`config.mk`:
```
export PLATFORM = sky130hd
export DESIGN_NAME = pll_lock_detect
export DESIGN_NICKNAME = d
export VERILOG_FILES = /design/src/hdl/lock_detect_pkg.sv /design/src/hdl/pll_lock_detect.sv
export SDC_FILE = /design/constraint.sdc
export NUM_CORES = 1
export LEC_CHECK = 0
export ABC_AREA = 0
export BUFFER_PORTS_ARGS = -buffer_cell sky130_fd_sc_hd__buf_2
export CORE_MARGIN = 2
export CORE_UTILIZATION = 40
export DETAILED_ROUTE_END_ITERATION = 7
export GPL_TIMING_DRIVEN = 1
export PLACE_DENSITY_LB_ADDON = 0.25
export SETUP_SLACK_MARGIN = 0.02
export SKIP_CTS_REPAIR_TIMING = 1
export SYNTH_ARGS = -nofsm -noshare
export SYNTH_HDL_FRONTEND = slang
export SYNTH_SLANG_ARGS = --single-unit
export TNS_END_PERCENT = 1
```
`constraint.sdc`:
```
create_clock -name ref_clk -period 2.83 [get_ports ref_clk]
set_input_delay 0.566 -clock ref_clk [delete_from_list [all_inputs] [get_ports ref_clk]]
set_output_delay 0.566 -clock ref_clk [all_outputs]
set_load 0.01 [all_outputs]
```
`src/hdl/lock_detect_pkg.sv`:
```
// Package: register map, field layout, timing constants and carriers for the lock detector
package lock_detect_pkg;

   // ------------------------------------------------------------------
   // Register offsets (word index on the plain register port)
   // ------------------------------------------------------------------
   localparam logic [7:0] STATUS_SEL_OFS = 8'h17;
   localparam logic [7:0] LOCK_CTRL_OFS = 8'h18;
   localparam logic [7:0] DELAY_CTRL_OFS = 8'h19;
   localparam logic [7:0] LD_SEL_OFS = 8'h1a;
   localparam logic [7:0] MON_SEL_OFS = 8'h1b;
   localparam logic [7:0] IRQ_STAT_OFS = 8'h40;
   localparam logic [7:0] IRQ_MASK_OFS = 8'h41;
   localparam logic [7:0] LOCK_STAT_OFS = 8'h42;

   // ------------------------------------------------------------------
   // Field positions
   // ------------------------------------------------------------------
   localparam int ABL_LSB = 0;
   localparam int STATUS_SEL_LSB = 2;
   localparam int LD_DISABLE_BIT = 3;
   localparam int WIN_RANGE_BIT = 4;
   localparam int LOCK_CNT_LSB = 5;
   localparam int R_DLY_LSB = 0;
   localparam int R_DLY_EN_BIT = 3;
   localparam int N_DLY_LSB = 4;
   localparam int N_DLY_EN_BIT = 7;

   // ------------------------------------------------------------------
   // Reset values
   // ------------------------------------------------------------------
   localparam logic [7:0] STATUS_SEL_RST = 8'h00;
   localparam logic [7:0] LOCK_CTRL_RST = 8'h00;
   localparam logic [7:0] DELAY_CTRL_RST = 8'h00;
   localparam logic [7:0] LD_SEL_RST = 8'h00;
   localparam logic [7:0] MON_SEL_RST = 8'h00;
   localparam logic [2:0] IRQ_RST = 3'h0;

   // ------------------------------------------------------------------
   // Pin selector codes
   // ------------------------------------------------------------------
   localparam logic [5:0] LD_SEL_DLD = 6'h01;
   localparam logic [5:0] LD_SEL_ALD_N = 6'h02;
   localparam logic [5:0] LD_SEL_ALD_P = 6'h03;
   localparam logic [5:0] LD_SEL_CSRC = 6'h04;
   localparam logic [5:0] STATUS_SEL_DLD = 6'h01;
   localparam logic [5:0] STATUS_SEL_CMP_H = 6'h02;
   localparam logic [5:0] STATUS_SEL_CMP_L = 6'h03;
   localparam logic [4:0] MON_SEL_DLD = 5'h01;
   localparam logic [4:0] MON_SEL_CMP_H = 5'h02;
   localparam logic [4:0] MON_SEL_CMP_L = 5'h03;

   // ------------------------------------------------------------------
   // Timing: edge gap thresholds in ps, counts of ref_clk cycles
   // ------------------------------------------------------------------
   localparam int CLK_PERIOD_PS = 25000;
   localparam int LOCK_WIN_LO_PS = 50000;
   localparam int LOCK_WIN_HI_PS = 100000;
   localparam int UNLOCK_EXTRA_PS = 50000;
   localparam int ABL_STEP_PS = 25000;
   localparam int LOCK_WIN_LO_CYC = LOCK_WIN_LO_PS / CLK_PERIOD_PS;
   localparam int LOCK_WIN_HI_CYC = LOCK_WIN_HI_PS / CLK_PERIOD_PS;
   localparam int UNLOCK_EXTRA_CYC = UNLOCK_EXTRA_PS / CLK_PERIOD_PS;
   localparam int ABL_STEP_CYC = ABL_STEP_PS / CLK_PERIOD_PS;
   localparam int CSRC_QUAL_CYC = 64;
   localparam int ALD_PULSE_CYC = 2;
   localparam int LOCK_CNT_5 = 5;
   localparam int LOCK_CNT_16 = 16;
   localparam int LOCK_CNT_64 = 64;
   localparam int LOCK_CNT_255 = 255;
   localparam int GAP_W = 8;

   // ------------------------------------------------------------------
   // Carriers
   // ------------------------------------------------------------------
   typedef struct packed {
      logic [2:0] r_dly;
      logic r_dly_en;
      logic [2:0] n_dly;
      logic n_dly_en;
   } delay_ctrl_t;

   typedef struct packed {
      logic lock_indicator_pin;
      logic status_pin;
      logic reference_monitor_pin;
   } pins_t;

endpackage

```
`src/hdl/pll_lock_detect.sv`:
```
// Digital phase lock detector, indicator pin routing and divider path delay controls
//
// The register addresses and the address-and-strobe port are this design's own decisions.
`timescale 1ns/100ps

// Overview of operation
// Reference and feedback paths get enableable 3-bit delays
// Lock flag routable to indicator, status, monitor pins
// Lock after programmed consecutive in-window cycles
// Lock holds until one cycle exceeds unlock threshold
// Unlock threshold wider than lock threshold
// Window set by range bit, antibacklash, counter
// Detector period must exceed unlock threshold
// Pulse lock output selectable in both polarities
// Indicator selector field activates current-source mode
// Qualified lock rises after continuous flag; restarts
// Comparator result on monitor or status, both polarities
// Counter code zero requires five cycles
// Selector code 000100b picks current-source mode
// Lock detection runs only with disable bit zero
// Before lock, out-of-window cycle restarts counter
module pll_lock_detect (
   input wire logic ref_clk,
   input wire logic reset_n,
   input wire logic ref_edge_pin,
   input wire logic fb_edge_pin,
   input wire logic [7:0] reg_addr,
   input wire logic [7:0] reg_wdata,
   input wire logic reg_wr,
   input wire logic reg_rd,
   output logic [7:0] reg_rdata,
   output logic irq,
   output lock_detect_pkg::delay_ctrl_t delay_ctrl,
   output lock_detect_pkg::pins_t pins_out,
   output logic ld_pin_oe
);

   // ------------------------------------------------------------------
   // Input synchronisers
   // ------------------------------------------------------------------
   logic [1:0] ref_sync_q;
   logic [1:0] fb_sync_q;
   logic ref_prev_q;
   logic fb_prev_q;
   logic ref_rise;
   logic fb_rise;

   always_ff @(posedge ref_clk or negedge reset_n) begin
      if (!reset_n) begin
         ref_sync_q <= 2'h0;
         fb_sync_q <= 2'h0;
         ref_prev_q <= 1'h0;
         fb_prev_q <= 1'h0;
      end else begin
         ref_sync_q <= {ref_sync_q[0], ref_edge_pin};
         fb_sync_q <= {fb_sync_q[0], fb_edge_pin};
         ref_prev_q <= ref_sync_q[1];
         fb_prev_q <= fb_sync_q[1];
      end
   end

   assign ref_rise = ref_sync_q[1] & ~ref_prev_q;
   assign fb_rise = fb_sync_q[1] & ~fb_prev_q;

   // ------------------------------------------------------------------
   // Registers
   // ------------------------------------------------------------------
   logic [7:0] status_sel_q, status_sel_d;
   logic [7:0] lock_ctrl_q, lock_ctrl_d;
   logic [7:0] delay_ctrl_q, delay_ctrl_d;
   logic [7:0] ld_sel_q, ld_sel_d;
   logic [7:0] mon_sel_q, mon_sel_d;
   logic [2:0] irq_stat_q, irq_stat_d;
   logic [2:0] irq_mask_q, irq_mask_d;
   logic [7:0] reg_rdata_d;
   logic [2:0] irq_event;
   logic lock_q;
   logic qual_q;
   logic cmp_q;

   // Lock counter code to cycle count; used by the counter and its check
   function automatic logic [7:0] lock_target(input logic [1:0] code);
      unique case (code)
         2'h0: lock_target = 8'(lock_detect_pkg::LOCK_CNT_5);
         2'h1: lock_target = 8'(lock_detect_pkg::LOCK_CNT_16);
         2'h2: lock_target = 8'(lock_detect_pkg::LOCK_CNT_64);
         2'h3: lock_target = 8'(lock_detect_pkg::LOCK_CNT_255);
      endcase
   endfunction

   always_comb begin
      status_sel_d = status_sel_q;
      lock_ctrl_d = lock_ctrl_q;
      delay_ctrl_d = delay_ctrl_q;
      ld_sel_d = ld_sel_q;
      mon_sel_d = mon_sel_q;
      irq_mask_d = irq_mask_q;
      irq_stat_d = irq_stat_q;
      reg_rdata_d = 8'h00;
      if (reg_wr) begin
         unique case (reg_addr)
            lock_detect_pkg::STATUS_SEL_OFS: status_sel_d = reg_wdata;
            lock_detect_pkg::LOCK_CTRL_OFS: lock_ctrl_d = reg_wdata;
            lock_detect_pkg::DELAY_CTRL_OFS: delay_ctrl_d = reg_wdata;
            lock_detect_pkg::LD_SEL_OFS: ld_sel_d = {2'h0, reg_wdata[5:0]};
            lock_detect_pkg::MON_SEL_OFS: mon_sel_d = reg_wdata;
            lock_detect_pkg::IRQ_STAT_OFS: irq_stat_d = irq_stat_q & ~reg_wdata[2:0];
            lock_detect_pkg::IRQ_MASK_OFS: irq_mask_d = reg_wdata[2:0];
            default: ;
         endcase
      end
      // Set wins over a same-cycle clear
      irq_stat_d = irq_stat_d | irq_event;
      if (reg_rd) begin
         unique case (reg_addr)
            lock_detect_pkg::STATUS_SEL_OFS: reg_rdata_d = status_sel_q;
            lock_detect_pkg::LOCK_CTRL_OFS: reg_rdata_d = lock_ctrl_q;
            lock_detect_pkg::DELAY_CTRL_OFS: reg_rdata_d = delay_ctrl_q;
            lock_detect_pkg::LD_SEL_OFS: reg_rdata_d = ld_sel_q;
            lock_detect_pkg::MON_SEL_OFS: reg_rdata_d = mon_sel_q;
            lock_detect_pkg::IRQ_STAT_OFS: reg_rdata_d = {5'h00, irq_stat_q};
            lock_detect_pkg::IRQ_MASK_OFS: reg_rdata_d = {5'h00, irq_mask_q};
            lock_detect_pkg::LOCK_STAT_OFS: reg_rdata_d = {5'h00, cmp_q, qual_q, lock_q};
            default: reg_rdata_d = 8'h00;
         endcase
      end
   end

   always_ff @(posedge ref_clk or negedge reset_n) begin
      if (!reset_n) begin
         status_sel_q <= lock_detect_pkg::STATUS_SEL_RST;
         lock_ctrl_q <= lock_detect_pkg::LOCK_CTRL_RST;
         delay_ctrl_q <= lock_detect_pkg::DELAY_CTRL_RST;
         ld_sel_q <= lock_detect_pkg::LD_SEL_RST;
         mon_sel_q <= lock_detect_pkg::MON_SEL_RST;
         irq_stat_q <= lock_detect_pkg::IRQ_RST;
         irq_mask_q <= lock_detect_pkg::IRQ_RST;
         reg_rdata <= 8'h00;
         irq <= 1'h0;
         delay_ctrl <= '0;
      end else begin
         status_sel_q <= status_sel_d;
         lock_ctrl_q <= lock_ctrl_d;
         delay_ctrl_q <= delay_ctrl_d;
         ld_sel_q <= ld_sel_d;
         mon_sel_q <= mon_sel_d;
         irq_stat_q <= irq_stat_d;
         irq_mask_q <= irq_mask_d;
         reg_rdata <= reg_rdata_d;
         irq <= |(irq_stat_d & irq_mask_d);
         // Each path delay is passed out ungated, beside its own enable bit
         delay_ctrl.r_dly <= delay_ctrl_d[lock_detect_pkg::R_DLY_LSB +: 3];
         delay_ctrl.r_dly_en <= delay_ctrl_d[lock_detect_pkg::R_DLY_EN_BIT];
         delay_ctrl.n_dly <= delay_ctrl_d[lock_detect_pkg::N_DLY_LSB +: 3];
         delay_ctrl.n_dly_en <= delay_ctrl_d[lock_detect_pkg::N_DLY_EN_BIT];
      end
   end

   // ------------------------------------------------------------------
   // Edge gap measurement and lock decision
   // ------------------------------------------------------------------
   // Gap counter runs from the first edge of a pair to the second; a pair that never
   // completes saturates and counts as out of window (the period must exceed it, R7)
   logic [lock_detect_pkg::GAP_W-1:0] gap_q, gap_d;
   logic pend_q, pend_d;
   logic [7:0] cnt_q, cnt_d;
   logic lock_d;
   logic cycle_done;
   logic [lock_detect_pkg::GAP_W-1:0] gap_meas;
   logic [lock_detect_pkg::GAP_W-1:0] lock_thr;
   logic [lock_detect_pkg::GAP_W-1:0] unlock_thr;
   logic ld_enable;

   // Window range bit set narrows both windows; antibacklash width widens both
   assign lock_thr = lock_detect_pkg::GAP_W'(lock_ctrl_q[lock_detect_pkg::WIN_RANGE_BIT] ?
      lock_detect_pkg::LOCK_WIN_LO_CYC : lock_detect_pkg::LOCK_WIN_HI_CYC)
      + lock_detect_pkg::GAP_W'(status_sel_q[lock_detect_pkg::ABL_LSB +: 2]) *
      lock_detect_pkg::GAP_W'(lock_detect_pkg::ABL_STEP_CYC);
   assign unlock_thr = lock_thr +
      lock_detect_pkg::GAP_W'(lock_detect_pkg::UNLOCK_EXTRA_CYC);
   assign ld_enable = ~lock_ctrl_q[lock_detect_pkg::LD_DISABLE_BIT];

   always_comb begin
      gap_d = gap_q;
      pend_d = pend_q;
      gap_meas = pend_q ? gap_q : '0;
      // An edge closes an open pair; two edges in one cycle are a zero gap pair
      cycle_done = (ref_rise | fb_rise) & (pend_q | (ref_rise & fb_rise));
      if (ref_rise | fb_rise) begin
         pend_d = ~pend_q & ~(ref_rise & fb_rise);
         // One cycle has already passed when the closing edge is seen
         gap_d = lock_detect_pkg::GAP_W'(1);
      end else if (pend_q && gap_q != '1) begin
         gap_d = gap_q + 1'b1;
      end
   end

   always_comb begin
      cnt_d = cnt_q;
      lock_d = lock_q;
      if (!ld_enable) begin
         cnt_d = 8'h00;
         lock_d = 1'b0;
      end else if (cycle_done) begin
         if (lock_q) begin
            lock_d = (gap_meas <= unlock_thr);
         end else if (gap_meas >= lock_thr) begin
            cnt_d = 8'h00;
         end else if (cnt_q + 8'h01 >=
            lock_target(lock_ctrl_q[lock_detect_pkg::LOCK_CNT_LSB +: 2])) begin
            lock_d = 1'b1;
            cnt_d = 8'h00;
         end else begin
            cnt_d = cnt_q + 8'h01;
         end
      end
   end

   always_ff @(posedge ref_clk or negedge reset_n) begin
      if (!reset_n) begin
         gap_q <= '0;
         pend_q <= 1'b0;
         cnt_q <= 8'h00;
         lock_q <= 1'b0;
      end else begin
         gap_q <= gap_d;
         pend_q <= pend_d;
         cnt_q <= cnt_d;
         lock_q <= lock_d;
      end
   end

   AST_LOCK_NEEDS_COUNT: assert property (@(posedge ref_clk) disable iff (!reset_n)
      $rose(lock_q) |-> $past(cnt_q) + 8'h01 >=
      lock_target($past(lock_ctrl_q[lock_detect_pkg::LOCK_CNT_LSB +: 2])))
      else $error("Lock declared before enough in-window cycles");
   AST_UNLOCK_ONE_CYCLE: assert property (@(posedge ref_clk) disable iff (!reset_n)
      (lock_q && ld_enable && cycle_done && gap_meas > unlock_thr) |=> !lock_q)
      else $error("Lock not dropped on out-of-window cycle");
   AST_UNLOCK_WIDER: assert property (@(posedge ref_clk) disable iff (!reset_n)
      unlock_thr > lock_thr) else $error("Unlock window not wider than lock window");
   AST_RESTART: assert property (@(posedge ref_clk) disable iff (!reset_n)
      (!lock_q && cycle_done && gap_meas >= lock_thr) |=> cnt_q == 8'h00 && !lock_q)
      else $error("Counter not restarted on out-of-window cycle");
   AST_DISABLED: assert property (@(posedge ref_clk) disable iff (!reset_n)
      !ld_enable |=> !lock_q) else $error("Lock shown while detection disabled");

   // ------------------------------------------------------------------
   // Current-source qualification, pulse output, comparator, pin muxes
   // ------------------------------------------------------------------
   logic [7:0] qual_cnt_q, qual_cnt_d;
   logic qual_d;
   logic [1:0] ald_cnt_q, ald_cnt_d;
   logic ald_pulse;
   lock_detect_pkg::pins_t pins_d;
   logic oe_d;
   logic csrc_mode;

   assign csrc_mode = ld_sel_q[5:0] == lock_detect_pkg::LD_SEL_CSRC;

   always_comb begin
      qual_cnt_d = qual_cnt_q;
      qual_d = qual_q;
      ald_cnt_d = ald_cnt_q;
      // Any momentary false discharges at once, as the pin capacitor does
      if (!lock_q || !csrc_mode) begin
         qual_cnt_d = 8'h00;
         qual_d = 1'b0;
      end else if (qual_cnt_q >= 8'(lock_detect_pkg::CSRC_QUAL_CYC - 1)) begin
         qual_d = 1'b1;
      end else begin
         qual_cnt_d = qual_cnt_q + 8'h01;
      end
      // Short pulse per detector cycle while out of lock
      if (cycle_done && !lock_q) begin
         ald_cnt_d = 2'(lock_detect_pkg::ALD_PULSE_CYC);
      end else if (ald_cnt_q != 2'h0) begin
         ald_cnt_d = ald_cnt_q - 2'h1;
      end
   end

   assign ald_pulse = ald_cnt_q != 2'h0;

   always_comb begin
      pins_d = '0;
      oe_d = 1'b1;
      irq_event = {~lock_d & lock_q, lock_d & ~lock_q, qual_d & ~qual_q};
      unique case (ld_sel_q[5:0])
         lock_detect_pkg::LD_SEL_DLD: pins_d.lock_indicator_pin = lock_q;
         lock_detect_pkg::LD_SEL_ALD_N, lock_detect_pkg::LD_SEL_ALD_P: begin
            // Driven only during a pulse; the external resistor holds the idle level
            pins_d.lock_indicator_pin = (ld_sel_q[5:0] == lock_detect_pkg::LD_SEL_ALD_P);
            oe_d = ald_pulse;
         end
         lock_detect_pkg::LD_SEL_CSRC: pins_d.lock_indicator_pin = qual_q;
         default: pins_d.lock_indicator_pin = 1'b0;
      endcase
      unique case (status_sel_q[lock_detect_pkg::STATUS_SEL_LSB +: 6])
         lock_detect_pkg::STATUS_SEL_DLD: pins_d.status_pin = lock_q;
         lock_detect_pkg::STATUS_SEL_CMP_H: pins_d.status_pin = cmp_q;
         lock_detect_pkg::STATUS_SEL_CMP_L: pins_d.status_pin = ~cmp_q;
         default: pins_d.status_pin = 1'b0;
      endcase
      unique case (mon_sel_q[4:0])
         lock_detect_pkg::MON_SEL_DLD: pins_d.reference_monitor_pin = lock_q;
         lock_detect_pkg::MON_SEL_CMP_H: pins_d.reference_monitor_pin = cmp_q;
         lock_detect_pkg::MON_SEL_CMP_L: pins_d.reference_monitor_pin = ~cmp_q;
         default: pins_d.reference_monitor_pin = 1'b0;
      endcase
   end

   always_ff @(posedge ref_clk or negedge reset_n) begin
      if (!reset_n) begin
         qual_cnt_q <= 8'h00;
         qual_q <= 1'b0;
         ald_cnt_q <= 2'h0;
         cmp_q <= 1'b0;
         pins_out <= '0;
         ld_pin_oe <= 1'b0;
      end else begin
         qual_cnt_q <= qual_cnt_d;
         qual_q <= qual_d;
         ald_cnt_q <= ald_cnt_d;
         // Comparator models the pin voltage crossing: qualified lock
         cmp_q <= qual_q;
         pins_out <= pins_d;
         ld_pin_oe <= oe_d;
      end
   end

   AST_QUAL_RESET: assert property (@(posedge ref_clk) disable iff (!reset_n)
      (!lock_q) |=> !qual_q) else $error("Qualified lock survived a false flag");
   AST_CSRC_ONLY: assert property (@(posedge ref_clk) disable iff (!reset_n)
      $rose(qual_q) |-> $past(csrc_mode) && $past(lock_q))
      else $error("Qualified lock outside current-source mode");
   AST_STATUS_CMP_LOW: assert property (@(posedge ref_clk) disable iff (!reset_n)
      (status_sel_q[lock_detect_pkg::STATUS_SEL_LSB +: 6] == lock_detect_pkg::STATUS_SEL_CMP_L
      && $stable(status_sel_q)) |=> pins_out.status_pin == !$past(cmp_q))
      else $error("Status pin not inverted comparator");

endmodule // pll_lock_detect

```
==> results by stage <==
Critical path:
- The critical path endpoint category is a flop.
- The depth of the worst register-to-register path is 9.
- STA puts the critical path data arrival time at about 2.9 ns.
- The sort of element at the start of the critical path is a flop.
- Along the worst path, the maximum fanout reaches 4.
- The setup path with the least slack is of type flop to flop.
- The required arrival time at the worst endpoint is 3.06 ns.

Synthesis:
- The cell count after synthesis is ~440.
- The number of synthesized flops with an enable pin is 0.
- When the netlist entered floorplanning its net count stood at 485.
- After synthesis the cells add up to between 4000 and 5000 um2.
- The fraction of post-synthesis cell area in the top cell type by area is 0.4793.
- The synthesized design spends more area on one cell type than any other, namely dfrtp_1.
- The register area share after synthesis is 0.4793.
- Yosys mapped the design onto 64 distinct sky130hd cell types.
- The number of storage elements in the synthesis netlist is 93.
- Yosys attributes the largest share of cell area to dfrtp_1 48%, mux2_2 8.8%, ha_1 7.2%, xor2_1 2.7%, nand2_1 2.6%.
- The commonest register cell after synthesis is dfrtp_1.
- The share of synthesized registers carrying an async set or reset is 1.000.
- Dividing the synthesized area by the synthesized cell count gives about 11 um2.
- The Yosys step of the flow raised 0 warnings.

Placed design:
- Once placement completed, the tool counted placed cells totaling around 620.
- The detailed-placement wirelength estimate is between 7000 and 8000 um.
- The congestion estimate from routability-driven global placement came to just over 0.8.
- During placement, the flow inserted port buffers numbering 42.

Pwr:
- Of the total power, the clock network draws 0.386.
- The sequential share of power is 0.446.
- The total power per unit cell area is about 600 nW/um2.
- The internal cell power is roughly 2.5 mW.
- The leakage power summed over all cells is about 2.8 nW.
- The logic gate share of total power is 0.168.
- The switching power as a share of total power is 0.2800.
- The power after layout is ~3.5 mW.
- In this run the power spent charging and discharging nets is around 0.97 mW.
- The worst-case IR drop observed on VDD is between 0.0003 and 0.0004 V.

Cells and area:
- 0 antenna diodes ended up in the layout.
- After filler insertion, the fill cell instance count of the layout stands at ~1100.
- The share of layout cells above drive strength 1 is 0.2475.
- The growth of design area from synthesis to finish is 15.85%.
- The combined area of the multi-input logic cells is roughly 2400 um2.
- Summing all flip-flop and latch instances after layout gives ~2300 um2.
- In the final design database the tool counted about 540 nets.
- The finished layout holds 640 standard cells, fillers aside.

CTS:
- TritonCTS built the clock tree.
- After clock tree synthesis, the clock-pin slew on the worst setup and hold paths is about 0.070 ns.
- The longest clock path from root to sink contains 2 buffers.
- The H-tree generated during clock tree synthesis spans 3 levels.
- The number of clock buffers inserted by TritonCTS is 9.
- For the worst-skew pair, the clock arrives at the later sink with an insertion delay of between 0.3 and 0.4 ns.
- The root buffer cell chosen for the clock tree is clkbuf_16.
- For this design, the sink count on the clock tree is 93.

Floorplan:
- The width of the die is between 100 and 150 um.
- The I/O pin count is 43.
- The floorplan has 40 rows.
- The core region is 11910 um2.
- In this run the vertical extent of the chip is ~110 um.
- The die area is about 13000 um2.
- For this configuration, the core starts out at a cell density of 0.4077.

STA:
- Setup violations remaining at the end of the flow were counted as 0.
- In this run the tightest slew margin relative to its limit is 0.4879.
- The transition time at the pin with the least slew margin is ~0.77 ns.
- The minimum clock period is 2.640 ns.
- Setup repair after global routing left no endpoint under its margin.
- The ratio of final minimum period to clock period is 0.9330.
- Adding up every negative setup slack in the final design gives 0 ns.
- The final number of hold-violating endpoints is 0.
- The final setup skew is 0.01002 ns.
- The max-slew violation count is 0.
- The maximum operating frequency is 378.7 MHz.

Global route:
- The first global-routing pass estimated around 18000 um of wire.
- The global-route total usage across every layer is 0.1768.
- The maximum number of pins on one net before global-route repair is 54.
- The number of antenna violations at the first check in global routing is 0.
- The number of global-route vias before repair is roughly 3400.
- Global routing finished with a remaining overflow of 0.

Route:
- The residual antenna-violating net count after detailed routing is 0.
- The total length of routed wires is ~11000 um.
- The pre-antenna-repair detailed-routing pass consisted of 4 iterations.
- Dividing the detail-routed wire length by the instance count gives 17.03 um.
- Dividing the detail-routed via count by the number of cells gives about 5.4.
- The DRC violation count after routing is 0.
- Summing over every cut layer, the via total after detailed routing is ~3500.
- The number of violations reported at the end of detailed-routing iteration 0 is approximately 190.

Run status:
- The flow ran to the end, and the final reports show no timing, DRC or antenna violations.

Flow run:
- Across the run, the number of max-cap violations was 0.

Min path:
- The min-delay analysis places its worst path in the category input pin to async pin.
==> area by class of cell <==
class,count,area share
Clock buffer,10,0.04248
Clock inverter,6,0.01690
Inverter,23,0.01535
Multi-Input combinational cell,309,0.4255
Sequential cell,93,0.4137
Tap cell,147,0.03270
Timing Repair Buffer,52,0.05338
==> power by group through the flow <==
stage	combinational (mW)	sequential, mW	clock, mW
after floorplan	0.425	1.54	0
after global placement	0.560	1.57	0
after detailed placement	0.593	1.57	0
after CTS	0.594	1.55	1.38
after global routing	0.676	1.57	1.43
final	0.583	1.55	1.34
==> worst max-delay path, stage by stage (launching register included) <==
cell and delay (ns):
dfrtp_1 0.40, inv_1 0.08, ha_1 0.32, or3_1 0.38, ha_1 0.30, nand2_1 0.06
or4b_1 0.54, o2111a_1 0.17, o21ai_0 0.17, o211ai_1 0.11
==> kinds of logic after synthesis <==
family / after synthesis / share of synthesized area
adder cells (fa/ha/maj): 29 / 0.07421
AND/OR/NAND/NOR: 132 / 0.1469
XOR/XNOR: 21 / 0.03788
multiplexers: 48 / 0.1113
flip-flops: 93 / 0.4793
AO/OA/AOI/OAI: 79 / 0.1226
buffers and inverters: 33 / 0.02783
==> layout by cell type, fill, tap and decap left out, drive strengths merged, types with 7 or more instances in the layout <==
cell / synthesis / routed
dfrtp: 93 / 93
nand2: 35 / 35
ha: 28 / 28
and3: 9 / 9
a32o: 7 / 7
o21ai: 13 / 13
nand3: 10 / 10
xor2: 15 / 15
mux2: 38 / 38
and2: 8 / 8
nor2: 30 / 30
buf: 7 / 52
clkbuf: 3 / 10
mux2i: 9 / 9
a21oi: 15 / 15
inv: 23 / 24
==> through the flow <==
| step | setup WS (ns) | hold WS (ns) | area [um2] | util |
|---|---|---|---|---|
| CTS | 0.1711 | 0.2215 | 5625 | 0.4723 |
| global placement | 0.2188 | 0.3348 | 5291 | 0.4442 |
| floorplan | 0.2952 | 0.2704 | 4856 | - |
| detailed placement | 0.1800 | 0.3418 | 5291 | 0.4442 |
| global route | 0.04051 | 0.2425 | 5625 | 0.4723 |
| finish | 0.1896 | 0.2042 | 5625 | 0.4723 |
==> layer usage <==
metal  track usage  share of wire  vias up  routed length, um
li1              -              -     1678                  -
met1        0.2423           0.48     1720               5252
met2        0.2774           0.47       63               5158
met3       0.05029          0.036        6                396
met4       0.04553         0.0082        0                 89
met5             0              0        -                  0
==> flip-flops by register name (all words and copies together) (netlist names), 2 cells and up <==
register and cells:
ref_sync_q 2, qual_cnt_q 8, ald_cnt_q 2, status_sel_q 8, reg_rdata 8, irq_mask_q 3
lock_ctrl_q 8, ld_sel_q 6, irq_stat_q 3, fb_sync_q 2, delay_ctrl_q 7, mon_sel_q 8
gap_q 8, pins_out 3, cnt_q 8
==> path summary, 6_finish.rpt <==
path / start / end / slack [ns]
hold reg to reg: ref_sync_q[0] / ref_sync_q[1] / 0.35
setup reg to reg: status_sel_q[1] / irq / 0.19
setup / recovery: status_sel_q[1] / irq / 0.19
hold / removal: reset_n / cnt_q[3] / 0.20
max in group asynchronous: reset_n / gap_q[0] / 1.94
min in group ref_clk: ref_edge_pin / ref_sync_q[0] / 0.32
==> Yosys cell counts (6+ instances only) <==
cell     number
inv_1        23
xnor2_1       6
nand2_1      34
nand3_1       9
nor2_1       29
ha_1         28
dfrtp_1      93
a32o_1        7
mux2_2       38
xor2_1       15
buf_2         6
and3_1        9
mux2i_1       9
nor2b_1       6
and2_1        8
a22oi_1       6
nand4_1       6
o21ai_0      13
a21oi_1      15
Power figures use the tool's default switching activity.
